## src/hw/crccu_pkg.sv

```systemverilog
// constants, register map and encodings of the crc calculation unit
package crccu_pkg;
	localparam logic [4:0]  OFS_DATA      = 5'h00;
	localparam logic [4:0]  OFS_SCRATCH   = 5'h04;
	localparam logic [4:0]  OFS_CTRL      = 5'h08;
	localparam logic [4:0]  OFS_INIT      = 5'h10;
	localparam logic [4:0]  OFS_POLY      = 5'h14;
	localparam logic [31:0] RST_DATA      = 32'hffffffff;
	localparam logic [31:0] RST_SCRATCH   = 32'h00000000;
	localparam logic [31:0] RST_INIT      = 32'hffffffff;
	localparam logic [31:0] RST_POLY      = 32'h04c11db7;
	localparam logic [7:0]  RST_CTRL      = 8'h00;
	localparam int          CTRL_RESET    = 0;
	localparam int          CTRL_SIZE_LO  = 3;
	localparam int          CTRL_SIZE_HI  = 4;
	localparam int          CTRL_RIN_LO   = 5;
	localparam int          CTRL_RIN_HI   = 6;
	localparam int          CTRL_ROUT     = 7;
	localparam logic [7:0]  CTRL_WMASK    = 8'hf8;
	localparam logic [1:0]  RIN_NONE      = 2'h0;
	localparam logic [1:0]  RIN_BYTE      = 2'h1;
	localparam logic [1:0]  RIN_HALF      = 2'h2;
	localparam logic [1:0]  RIN_WORD      = 2'h3;
	localparam logic [1:0]  PSZ_32        = 2'h0;
	localparam logic [1:0]  PSZ_16        = 2'h1;
	localparam logic [1:0]  PSZ_8         = 2'h2;
	localparam logic [1:0]  PSZ_7         = 2'h3;
	// ahb transfer size encodings and htrans
	localparam logic [2:0]  HSIZE_BYTE    = 3'h0;
	localparam logic [2:0]  HSIZE_HALF    = 3'h1;
	localparam logic [2:0]  HSIZE_WORD    = 3'h2;
	localparam logic [1:0]  HTRANS_NONSEQ = 2'h2;
	localparam logic [1:0]  HTRANS_SEQ    = 2'h3;
	localparam logic [2:0]  NBYTES_WORD   = 3'h4;
	localparam logic [2:0]  NBYTES_HALF   = 3'h2;
	localparam logic [2:0]  NBYTES_BYTE   = 3'h1;
	typedef enum logic [1:0] {
		CRCCU_IDLE = 2'b01,
		CRCCU_CALC = 2'b10
	} crccu_state_type;
endpackage : crccu_pkg

```

## src/hw/crccu_bitrev.sv

```systemverilog
`timescale 1ns/1ps
// input bit reversal by byte, half-word or word, and output reversal
module crccu_bitrev (
	input  wire logic [31:0] din,
	input  wire logic [1:0]  mode,
	output logic      [31:0] dout
);
	logic [31:0] rev_word;
	logic [31:0] rev_half;
	logic [31:0] rev_byte;
	genvar i;
	generate
		for (i = 0; i < 32; i++) begin : g_rev
			assign rev_word[i] = din[31 - i];
			assign rev_half[i] = din[(i / 16) * 16 + 15 - (i % 16)];
			assign rev_byte[i] = din[(i / 8) * 8 + 7 - (i % 8)];
		end
	endgenerate
	assign dout = (mode == crccu_pkg::RIN_WORD) ? rev_word :
	              (mode == crccu_pkg::RIN_HALF) ? rev_half :
	              (mode == crccu_pkg::RIN_BYTE) ? rev_byte : din;
endmodule : crccu_bitrev

```

## src/hw/crccu_byte_step.sv

```systemverilog
`timescale 1ns/1ps
// one byte folded into the running crc, msb first, programmable width
module crccu_byte_step (
	input  wire logic [31:0] crc_in,
	input  wire logic [7:0]  data_byte,
	input  wire logic [31:0] poly,
	input  wire logic [1:0]  psize,
	output logic      [31:0] crc_out
);
	logic [5:0]  top;
	logic [31:0] mask;
	assign top  = (psize == crccu_pkg::PSZ_32) ? 6'd31 :
	              (psize == crccu_pkg::PSZ_16) ? 6'd15 :
	              (psize == crccu_pkg::PSZ_8)  ? 6'd7  : 6'd6;
	assign mask = (psize == crccu_pkg::PSZ_32) ? 32'hffffffff :
	              (psize == crccu_pkg::PSZ_16) ? 32'h0000ffff :
	              (psize == crccu_pkg::PSZ_8)  ? 32'h000000ff : 32'h0000007f;
	always_comb begin
		logic [31:0] c;
		logic        fb;
		c = crc_in & mask;
		fb = 1'b0;
		for (int b = 7; b >= 0; b--) begin
			fb = c[top[4:0]] ^ data_byte[b];
			c = ((c << 1) ^ (fb ? poly : 32'h0)) & mask;
		end
		crc_out = c;
	end
endmodule : crccu_byte_step

```

## src/hw/crccu_top.sv

```systemverilog
`timescale 1ns/1ps
// crc calculation unit: ahb-lite slave, one-entry input buffer, byte-serial engine
// Behaviour
// RQ1 - polynomial register resets to 0x04c11db7
// RQ2 - polynomial fully programmable, width 7, 8, 16 or 32 bits
// RQ3 - software programs odd polynomials only
// RQ4 - one 32-bit data port: write feeds data, read gives result
// RQ5 - each data write folds into held crc, per byte or word
// RQ6 - data port takes 8, 16, 32-bit accesses; others 32-bit only
// RQ7 - update takes 4, 2 or 1 cycles for word, half, byte
// RQ8 - one pending input buffered so next write needs no wait
// RQ9 - write width may change between consecutive writes
// RQ10 - optional input reversal by byte, half-word or word
// RQ11 - optional bit-level reversal of the result read back
// RQ12 - reset control bit reloads crc with initial value, default ones
// RQ13 - writing initial value register also loads running crc
// RQ14 - scratch register unaffected by calculation reset
// RQ15 - narrow crc results read from low bits of data port
// RQ16 - software does not change polynomial mid-calculation
// RQ17 - narrow writes take value from low bits of data port
// RQ18 - data port resets to all ones, full 32-bit read/write
// RQ19 - input reversal codes: 00 none, 01 byte, 10 half, 11 word
// RQ20 - width codes: 00 32-bit, 01 16, 10 8, 11 7-bit
// RQ21 - reset control bit only settable, cleared by hardware
// RQ22 - narrow polynomials programmed in low register bits
// RQ23 - data read during pending calculation waits for the result
// RQ24 - input reversal applied per write using that write's width
module crccu_top (
	input  wire logic        ref_clk,
	input  wire logic        sys_rst,
	input  wire logic        hsel,
	input  wire logic [4:0]  haddr,
	input  wire logic [1:0]  htrans,
	input  wire logic        hwrite,
	input  wire logic [2:0]  hsize,
	input  wire logic [31:0] hwdata,
	input  wire logic        hready,
	output logic      [31:0] hrdata,
	output logic             hreadyout,
	output logic             hresp
);
	// address phase capture
	logic        ap_valid_reg;
	logic        ap_write_reg;
	logic [4:0]  ap_addr_reg;
	logic [2:0]  ap_size_reg;
	logic        ap_err_reg;
	logic        err2_reg;

	// registers
	logic [31:0] crc_reg;
	logic [31:0] scratch_reg;
	logic [31:0] init_reg;
	logic [31:0] polynomial_coeff_reg;
	logic [7:0]  calc_control_reg;

	// input buffer and engine
	logic        buf_valid_reg;
	logic [31:0] buf_data_reg;
	logic [2:0]  buf_nbytes_reg;
	logic [31:0] eng_data_reg;
	logic [2:0]  eng_left_reg;
	crccu_pkg::crccu_state_type state_reg;

	wire logic        trans_ok   = hsel & hready & (htrans == crccu_pkg::HTRANS_NONSEQ
	                                               | htrans == crccu_pkg::HTRANS_SEQ);
	wire logic        is_data_a  = (haddr == crccu_pkg::OFS_DATA);
	wire logic        size_ok_a  = (hsize == crccu_pkg::HSIZE_WORD) |
	                               (is_data_a & (hsize == crccu_pkg::HSIZE_HALF
	                                           | hsize == crccu_pkg::HSIZE_BYTE)); // [RQ6]
	wire logic        known_a    = is_data_a | haddr == crccu_pkg::OFS_SCRATCH
	                               | haddr == crccu_pkg::OFS_CTRL | haddr == crccu_pkg::OFS_INIT
	                               | haddr == crccu_pkg::OFS_POLY;
	wire logic        busy       = buf_valid_reg | (state_reg == crccu_pkg::CRCCU_CALC);
	wire logic        dp_live    = ap_valid_reg & ~ap_err_reg;
	wire logic        dp_data    = dp_live & (ap_addr_reg == crccu_pkg::OFS_DATA);
	// a second write lands in the buffer; only a third while both are full stalls
	wire logic        wr_stall   = dp_data & ap_write_reg & buf_valid_reg;       // [RQ8]
	wire logic        rd_stall   = dp_data & ~ap_write_reg & busy;               // [RQ23]
	wire logic        stall      = wr_stall | rd_stall;
	wire logic        dp_do      = dp_live & ~stall;
	wire logic        wr_data    = dp_do & ap_write_reg & dp_data;
	wire logic        wr_scratch = dp_do & ap_write_reg & (ap_addr_reg == crccu_pkg::OFS_SCRATCH);
	wire logic        wr_ctrl    = dp_do & ap_write_reg & (ap_addr_reg == crccu_pkg::OFS_CTRL);
	wire logic        wr_init    = dp_do & ap_write_reg & (ap_addr_reg == crccu_pkg::OFS_INIT);
	wire logic        wr_poly    = dp_do & ap_write_reg & (ap_addr_reg == crccu_pkg::OFS_POLY);
	wire logic        calc_rst   = wr_ctrl & hwdata[crccu_pkg::CTRL_RESET];
	wire logic [1:0]  psize      = calc_control_reg[crccu_pkg::CTRL_SIZE_HI:crccu_pkg::CTRL_SIZE_LO];
	wire logic [1:0]  rin        = calc_control_reg[crccu_pkg::CTRL_RIN_HI:crccu_pkg::CTRL_RIN_LO];
	wire logic        rout       = calc_control_reg[crccu_pkg::CTRL_ROUT];

	// narrow writes sit in the low lanes; byte writes never need half/word reversal
	wire logic [2:0]  wr_nbytes  = (ap_size_reg == crccu_pkg::HSIZE_BYTE) ? crccu_pkg::NBYTES_BYTE :
	                               (ap_size_reg == crccu_pkg::HSIZE_HALF) ? crccu_pkg::NBYTES_HALF :
	                               crccu_pkg::NBYTES_WORD;
	wire logic [31:0] wr_masked  = (wr_nbytes == crccu_pkg::NBYTES_BYTE) ? {24'h0, hwdata[7:0]} :
	                               (wr_nbytes == crccu_pkg::NBYTES_HALF) ? {16'h0, hwdata[15:0]} :
	                               hwdata;                                       // [RQ17]
	wire logic [1:0]  rin_eff    = (wr_nbytes == crccu_pkg::NBYTES_BYTE && rin != crccu_pkg::RIN_NONE)
	                               ? crccu_pkg::RIN_BYTE :
	                               (wr_nbytes == crccu_pkg::NBYTES_HALF && rin == crccu_pkg::RIN_WORD)
	                               ? crccu_pkg::RIN_HALF : rin;
	logic [31:0] wr_rev;
	crccu_bitrev u_rin (
		.din  (wr_masked),
		.mode (rin_eff),
		.dout (wr_rev)
	); // [RQ10] [RQ19] [RQ24]

	// engine: msb byte of the written width first, one byte per cycle
	wire logic [7:0]  cur_byte   = (eng_left_reg == crccu_pkg::NBYTES_WORD) ? eng_data_reg[31:24] :
	                               (eng_left_reg == 3'h3) ? eng_data_reg[23:16] :
	                               (eng_left_reg == crccu_pkg::NBYTES_HALF) ? eng_data_reg[15:8] :
	                               eng_data_reg[7:0];
	logic [31:0] crc_step;
	crccu_byte_step u_step (
		.crc_in    (crc_reg),
		.data_byte (cur_byte),
		.poly      (polynomial_coeff_reg),
		.psize     (psize),
		.crc_out   (crc_step)
	); // [RQ2] [RQ5] [RQ20]

	wire logic        eng_last   = (state_reg == crccu_pkg::CRCCU_CALC) &&
	                               (eng_left_reg == crccu_pkg::NBYTES_BYTE);
	wire logic        eng_free   = (state_reg == crccu_pkg::CRCCU_IDLE) | eng_last;
	wire logic        src_valid  = buf_valid_reg | wr_data;
	wire logic [31:0] src_data   = buf_valid_reg ? buf_data_reg : wr_rev;
	wire logic [2:0]  src_nbytes = buf_valid_reg ? buf_nbytes_reg : wr_nbytes;
	wire logic        load_eng   = eng_free & src_valid & ~calc_rst;
	wire logic        buf_load   = wr_data & (buf_valid_reg | ~eng_free);       // [RQ8]
	wire logic        buf_pop    = load_eng & buf_valid_reg;

	wire logic [31:0] crc_mask   = (psize == crccu_pkg::PSZ_32) ? 32'hffffffff :
	                               (psize == crccu_pkg::PSZ_16) ? 32'h0000ffff :
	                               (psize == crccu_pkg::PSZ_8)  ? 32'h000000ff : 32'h0000007f;
	logic [31:0] crc_rev;
	crccu_bitrev u_rout (
		.din  (crc_reg),
		.mode (crccu_pkg::RIN_WORD),
		.dout (crc_rev)
	);
	// a narrow result is reversed within its own width, then right-aligned
	wire logic [31:0] crc_out    = rout ? ((psize == crccu_pkg::PSZ_32) ? crc_rev :
	                                       (psize == crccu_pkg::PSZ_16) ? {16'h0, crc_rev[31:16]} :
	                                       (psize == crccu_pkg::PSZ_8)  ? {24'h0, crc_rev[31:24]} :
	                                       {25'h0, crc_rev[31:25]})
	                                    : (crc_reg & crc_mask);                  // [RQ11] [RQ15]
	wire logic [31:0] rd_mux     = (ap_addr_reg == crccu_pkg::OFS_DATA)    ? crc_out :
	                               (ap_addr_reg == crccu_pkg::OFS_SCRATCH) ? scratch_reg :
	                               (ap_addr_reg == crccu_pkg::OFS_CTRL)    ? {24'h0, calc_control_reg} :
	                               (ap_addr_reg == crccu_pkg::OFS_INIT)    ? init_reg :
	                               (ap_addr_reg == crccu_pkg::OFS_POLY)    ? polynomial_coeff_reg :
	                               32'h0;
	wire logic        rd_take    = dp_do & ~ap_write_reg;

	// the first error cycle holds the bus, as a two-cycle error response needs
	wire logic        err_first  = ap_err_reg & ~err2_reg;
	wire logic        ap_open    = ~stall & ~err_first;
	wire logic        flush      = calc_rst | wr_init;                         // [RQ12] [RQ13]
	wire logic        eng_step   = (state_reg == crccu_pkg::CRCCU_CALC) & ~eng_last & ~flush;
	wire logic        eng_take   = load_eng & ~flush;
	crccu_pkg::crccu_state_type state_next;

	assign hreadyout = ap_open;
	assign hresp     = ap_err_reg;

	always_ff @(posedge ref_clk or posedge sys_rst) begin
		if (sys_rst) begin
			ap_valid_reg <= 1'b0;
			ap_write_reg <= 1'b0;
			ap_addr_reg  <= crccu_pkg::OFS_DATA;
			ap_size_reg  <= crccu_pkg::HSIZE_WORD;
			ap_err_reg   <= 1'b0;
		end else if (ap_open) begin
			ap_valid_reg <= trans_ok;
			ap_write_reg <= hwrite;
			ap_addr_reg  <= haddr;
			ap_size_reg  <= hsize;
			ap_err_reg   <= trans_ok & ~(known_a & size_ok_a); // [RQ6]
		end
	end

	always_ff @(posedge ref_clk or posedge sys_rst) begin
		if (sys_rst) begin
			err2_reg <= 1'b0;
		end else begin
			err2_reg <= err_first;
		end
	end

	always_ff @(posedge ref_clk or posedge sys_rst) begin
		if (sys_rst) begin
			hrdata <= 32'h0;
		end else if (rd_take) begin
			hrdata <= rd_mux; // [RQ4]
		end
	end

	always_ff @(posedge ref_clk or posedge sys_rst) begin
		if (sys_rst) begin
			scratch_reg <= crccu_pkg::RST_SCRATCH;
		end else if (wr_scratch) begin
			scratch_reg <= hwdata;                      // [RQ14]
		end
	end

	always_ff @(posedge ref_clk or posedge sys_rst) begin
		if (sys_rst) begin
			init_reg <= crccu_pkg::RST_INIT;
		end else if (wr_init) begin
			init_reg <= hwdata;
		end
	end

	always_ff @(posedge ref_clk or posedge sys_rst) begin
		if (sys_rst) begin
			polynomial_coeff_reg <= crccu_pkg::RST_POLY; // [RQ1]
		end else if (wr_poly) begin
			polynomial_coeff_reg <= hwdata;             // [RQ2]
		end
	end

	// reset bit is never stored, so it reads back as cleared
	always_ff @(posedge ref_clk or posedge sys_rst) begin
		if (sys_rst) begin
			calc_control_reg <= crccu_pkg::RST_CTRL;
		end else if (wr_ctrl) begin
			calc_control_reg <= hwdata[7:0] & crccu_pkg::CTRL_WMASK; // [RQ21]
		end
	end

	always_ff @(posedge ref_clk or posedge sys_rst) begin
		if (sys_rst) begin
			buf_valid_reg <= 1'b0;
		end else if (flush) begin
			buf_valid_reg <= 1'b0;
		end else if (buf_load) begin
			buf_valid_reg <= 1'b1;                      // [RQ8]
		end else if (buf_pop) begin
			buf_valid_reg <= 1'b0;
		end
	end

	// the buffered word keeps the width of its own write
	always_ff @(posedge ref_clk or posedge sys_rst) begin
		if (sys_rst) begin
			buf_data_reg   <= 32'h0;
			buf_nbytes_reg <= crccu_pkg::NBYTES_WORD;
		end else if (buf_load) begin
			buf_data_reg   <= wr_rev;
			buf_nbytes_reg <= wr_nbytes;                // [RQ9]
		end
	end

	// a reload wins over the engine, so stale bytes never reach the new crc
	always_ff @(posedge ref_clk or posedge sys_rst) begin
		if (sys_rst) begin
			crc_reg <= crccu_pkg::RST_DATA;             // [RQ18]
		end else if (wr_init) begin
			crc_reg <= hwdata;                          // [RQ13]
		end else if (calc_rst) begin
			crc_reg <= init_reg;                        // [RQ12]
		end else if (state_reg == crccu_pkg::CRCCU_CALC) begin
			crc_reg <= crc_step;                        // [RQ7]
		end
	end

	always_ff @(posedge ref_clk or posedge sys_rst) begin
		if (sys_rst) begin
			state_reg <= crccu_pkg::CRCCU_IDLE;
		end else begin
			state_reg <= state_next;
		end
	end

	always_comb begin
		state_next = state_reg;
		case (state_reg)
			crccu_pkg::CRCCU_IDLE: begin
				if (eng_take) begin
					state_next = crccu_pkg::CRCCU_CALC;
				end
			end
			crccu_pkg::CRCCU_CALC: begin
				if (eng_last & ~eng_take) begin
					state_next = crccu_pkg::CRCCU_IDLE;
				end
			end
			default: begin
				state_next = crccu_pkg::CRCCU_IDLE;
			end
		endcase
		if (flush) begin
			state_next = crccu_pkg::CRCCU_IDLE;
		end
	end

	always_ff @(posedge ref_clk or posedge sys_rst) begin
		if (sys_rst) begin
			eng_data_reg <= 32'h0;
			eng_left_reg <= 3'h0;
		end else if (eng_take) begin
			eng_data_reg <= src_data;
			eng_left_reg <= src_nbytes;
		end else if (eng_step) begin
			eng_left_reg <= eng_left_reg - 3'h1;
		end
	end
endmodule : crccu_top

```

## config.mk

```make
export PLATFORM = sky130hd
export DESIGN_NAME = crccu_top
export DESIGN_NICKNAME = d
export VERILOG_FILES = /design/src/hw/crccu_pkg.sv /design/src/hw/crccu_bitrev.sv /design/src/hw/crccu_byte_step.sv /design/src/hw/crccu_top.sv
export SDC_FILE = /design/constraint.sdc
export NUM_CORES = 1
export LEC_CHECK = 0
export BUFFER_PORTS_ARGS = -buffer_cell sky130_fd_sc_hd__buf_2
export CORE_AREA = 2 2 235 237
export DETAILED_ROUTE_END_ITERATION = 12
export DIE_AREA = 0 0 237 239
export SYNTH_ARGS = -nofsm -noshare
export SYNTH_HDL_FRONTEND = slang
export SYNTH_SLANG_ARGS = --single-unit
```

## constraint.sdc

```tcl
create_clock -name ref_clk -period 9.4 [get_ports ref_clk]
set_input_delay 0.47 -clock ref_clk [delete_from_list [all_inputs] [get_ports ref_clk]]
set_output_delay 0.47 -clock ref_clk [all_outputs]
set_load 0.1 [all_outputs]
```

==> results.sh <==
export IMPL_start_kind="register"
export IMPL_fp_dieW_microns=237
export IMPL_yosys_area_share_simple_pct=19.31
export IMPL_overflow=0
export IMPL_rows=86
export IMPL_drc=0
export IMPL_clkTransAtPathRegs_ns=0.07
export IMPL_maxCapViolations=0
export IMPL_synth_top_family_by_area="simple AND/OR/NAND/NOR gates"
export IMPL_yosys_warnings=0
export IMPL_synth_most_common_cell="nand2_1"
export IMPL_synth_flop_cell="dfrtp_1"
export IMPL_ios=81
export IMPL_worstPathMaxFanout=23
export IMPL_wl_microns=62020
export IMPL_worst_slew_pin_slew_ns=1.253
export IMPL_status="finished, final reports clean"
export IMPL_placed_cells=2746
export IMPL_seq_area_frac_synth_pct=35.83
export IMPL_worstSetupEndpointType="register"
export IMPL_synth_top_cells_by_count="nand2_1 (539), xnor2_1 (185), dfrtp_1 (169), clkbuf_1 (135), o21ai_0 (122)"
export IMPL_antenna_found_initial=0
export IMPL_yosys_cell_types_count=68
export IMPL_required_ns=9.92
export IMPL_clock_skew_ns=0.02517
export IMPL_fin_hold_ws_ns=0.06937
export IMPL_finalSetupViolations=0
export IMPL_hold_viol_final=0
export IMPL_cts_sinks=250
export IMPL_synth_compound_area_share_pct=15.05
export IMPL_hold_buffers=0
export IMPL_synth_area_per_cell_sq_um=8.497
export IMPL_routedWlPerCell_microns=22.12
export IMPL_cts_tree="built"
export IMPL_period_share_pct=95.31
export IMPL_fin_cells=2803
export IMPL_antenna_cells=0
export IMPL_final_core_util_pct=36.57
export IMPL_critPathMaxStageDelay_ns=0.61
export IMPL_layout_area_overhead_vs_synth_pct=12.01
export IMPL_slew_headroom_pct=14.07
export IMPL_drt_first_pass_iters=8
export IMPL_synth_xor_area_share_pct=11.12
export IMPL_h_tree_depth=1
export IMPL_worstSetupPathType="reg2reg"
export IMPL_vias=15666
export IMPL_synth_top_area_share_pct=23.84
export IMPL_gp_congestion=0.9057
export IMPL_drtIter0Drc=1959
export IMPL_drv_slew=0
export IMPL_synthCells=2088
export IMPL_critical_path_slowest_cell="mux4_2"
export IMPL_synthAdderAreaFrac_pct=0.3526
export IMPL_clock_latency_ns=0.58
export IMPL_synthesis_nets=2140
export IMPL_vias_per_cell=5.589
export IMPL_synth_top_area_cell="dfrtp_1"
export IMPL_grt_pass1_wl_microns=94620
export IMPL_grt_pass1_vias=15111
export IMPL_core_area_sq_um=54340
export IMPL_clockBufferDepth=3
export IMPL_tns_ns=0
export IMPL_synth_edf_count=0
export IMPL_hp_class="in2async"
export IMPL_crit_arrival_ns=9.48
export IMPL_numPortBuffers=79
export IMPL_ys_seq_elements=250
export IMPL_async_flop_share_pct=100.0
export IMPL_drive_gt1_share_pct=21.06
export IMPL_cts_buffers=29
export IMPL_rr_worst_depth=33
export IMPL_grtUsageTotal_pct=21.68
export IMPL_dieArea_sq_um=56640
export IMPL_fmax_mhz=111.6
export IMPL_dp_hpwl_microns=43590
export IMPL_synth_area_leaders="dfrtp_1 (24%), dfstp_2 (12%), nand2_1 (11%), xnor2_1 (9.1%), mux2_2 (6.4%)"
export IMPL_grt_max_degree=121
export IMPL_die_h_microns=239
export IMPL_min_period_ns=8.959
export IMPL_cts_root_buf="clkbuf_16"
export IMPL_ant_nets=0
export IMPL_start_util_pct=32.65
export IMPL_synth_mux_area_share_pct=14.02
export IMPL_layout_nets=2129
export IMPL_synth_area_sq_um=17740
export IMPL_n_fill_cell=5454
[area by class of cell]
class                      instances  area (sq um)  area share [%]
inverter                          12         52.55          0.2644
clock inverter                    11         209.0           1.052
sequential                       250          6361           32.01
multi-input combinational       1653         10730           54.02
timing repair buffer             131         789.5           3.973
tap                              704         880.8           4.433
clock buffer                      42         844.6           4.250
[timing repair]
item | in CTS | in global routing
resized for setup | 0 | 12
setup buffers | 0 | 4
endpoints found under the setup margin | 1 | 32
pin swaps | 1 | 3
[path summary, 6_finish.rpt]
check | start | endpoint | slack (ns)
worst max-delay path | eng_left_reg[0]$_DFFE_PP0P_ | crc_reg[7]$_DFFE_PP1P_ | 0.44
worst min-delay path | sys_rst | hrdata[28]$_DFFE_PP0P_ | 0.07
worst max register to register | eng_left_reg[0]$_DFFE_PP0P_ | crc_reg[7]$_DFFE_PP1P_ | 0.44
worst min register to register | init_reg[3]$_DFFE_PP1P_ | init_reg[3]$_DFFE_PP1P_ | 0.47
max in group asynchronous | sys_rst | buf_valid_reg$_DFFE_PP0P_ | 7.79
min in group ref_clk | hsize[1] | ap_size_reg[1]$_DFFE_PP1P_ | 0.12
[routing by layer]
metal	up-vias	global-route usage (%)	share of wire [%]
met2	723	34.42	45
met4	0	9.417	4.9
met5	-	0	0
li1	7137	-	-
met1	7657	28.68	42
met3	149	4.330	8.7
[cells by family (layout without fill, tap and decap cells)]
logic type / after synthesis / after routing
adder cells (fa/ha/maj): 5 / 5
multiplexers: 205 / 205
AO/OA/AOI/OAI: 412 / 412
buffers and inverters: 185 / 196
AND/OR/NAND/NOR: 808 / 808
XOR/XNOR: 223 / 223
flip-flops: 250 / 250
[stage by stage]
step	cell area, sq um	worst slack [ns]
floorplan	17740	1.096
global placement	18730	0.2215
detailed placement	18730	0.009026
CTS	19790	0.05263
global route	19870	-0.02066
finish	19870	0.4410
[critical path: cells and delay by family, from the launching register on]
kind | cells | cell delay, ns
muxes | 7 | 2.40
AOI/OAI and AO/OA | 7 | 2.30
and+or+nand+nor | 7 | 1.83
xor gates and xnor gates | 7 | 0.97
buffers and inverters | 4 | 0.75
DFF | 1 | 0.40
adders and majority gates | 1 | 0.26
[layout by cell type, fill, tap and decap left out, types with 7 or more instances in the layout]
cell type,instances
xnor2_1,180
mux4_2,23
o21a_1,13
o21ai_0,122
nand2b_1,23
a21o_1,7
a22oi_1,20
o311a_1,8
o221ai_1,11
nor2_1,98
clkbuf_16,29
inv_1,9
mux2i_1,74
a21oi_1,110
dfrtp_1,166
nor3_1,17
a31oi_1,12
o31ai_1,13
xor2_1,37
mux2_2,101
nand2_1,539
buf_4,51
nand4_1,8
nand3_1,32
buf_2,79
a222oi_1,7
nor2b_1,14
a211oi_1,27
o22ai_1,11
dfstp_2,81
and3_1,40
clkbuf_8,7
o41ai_1,8
o31ai_2,16
Power is left out: the tool's default activity adds up to more than one toggle a clock period on the data nets, which glitch-free logic cannot reach.
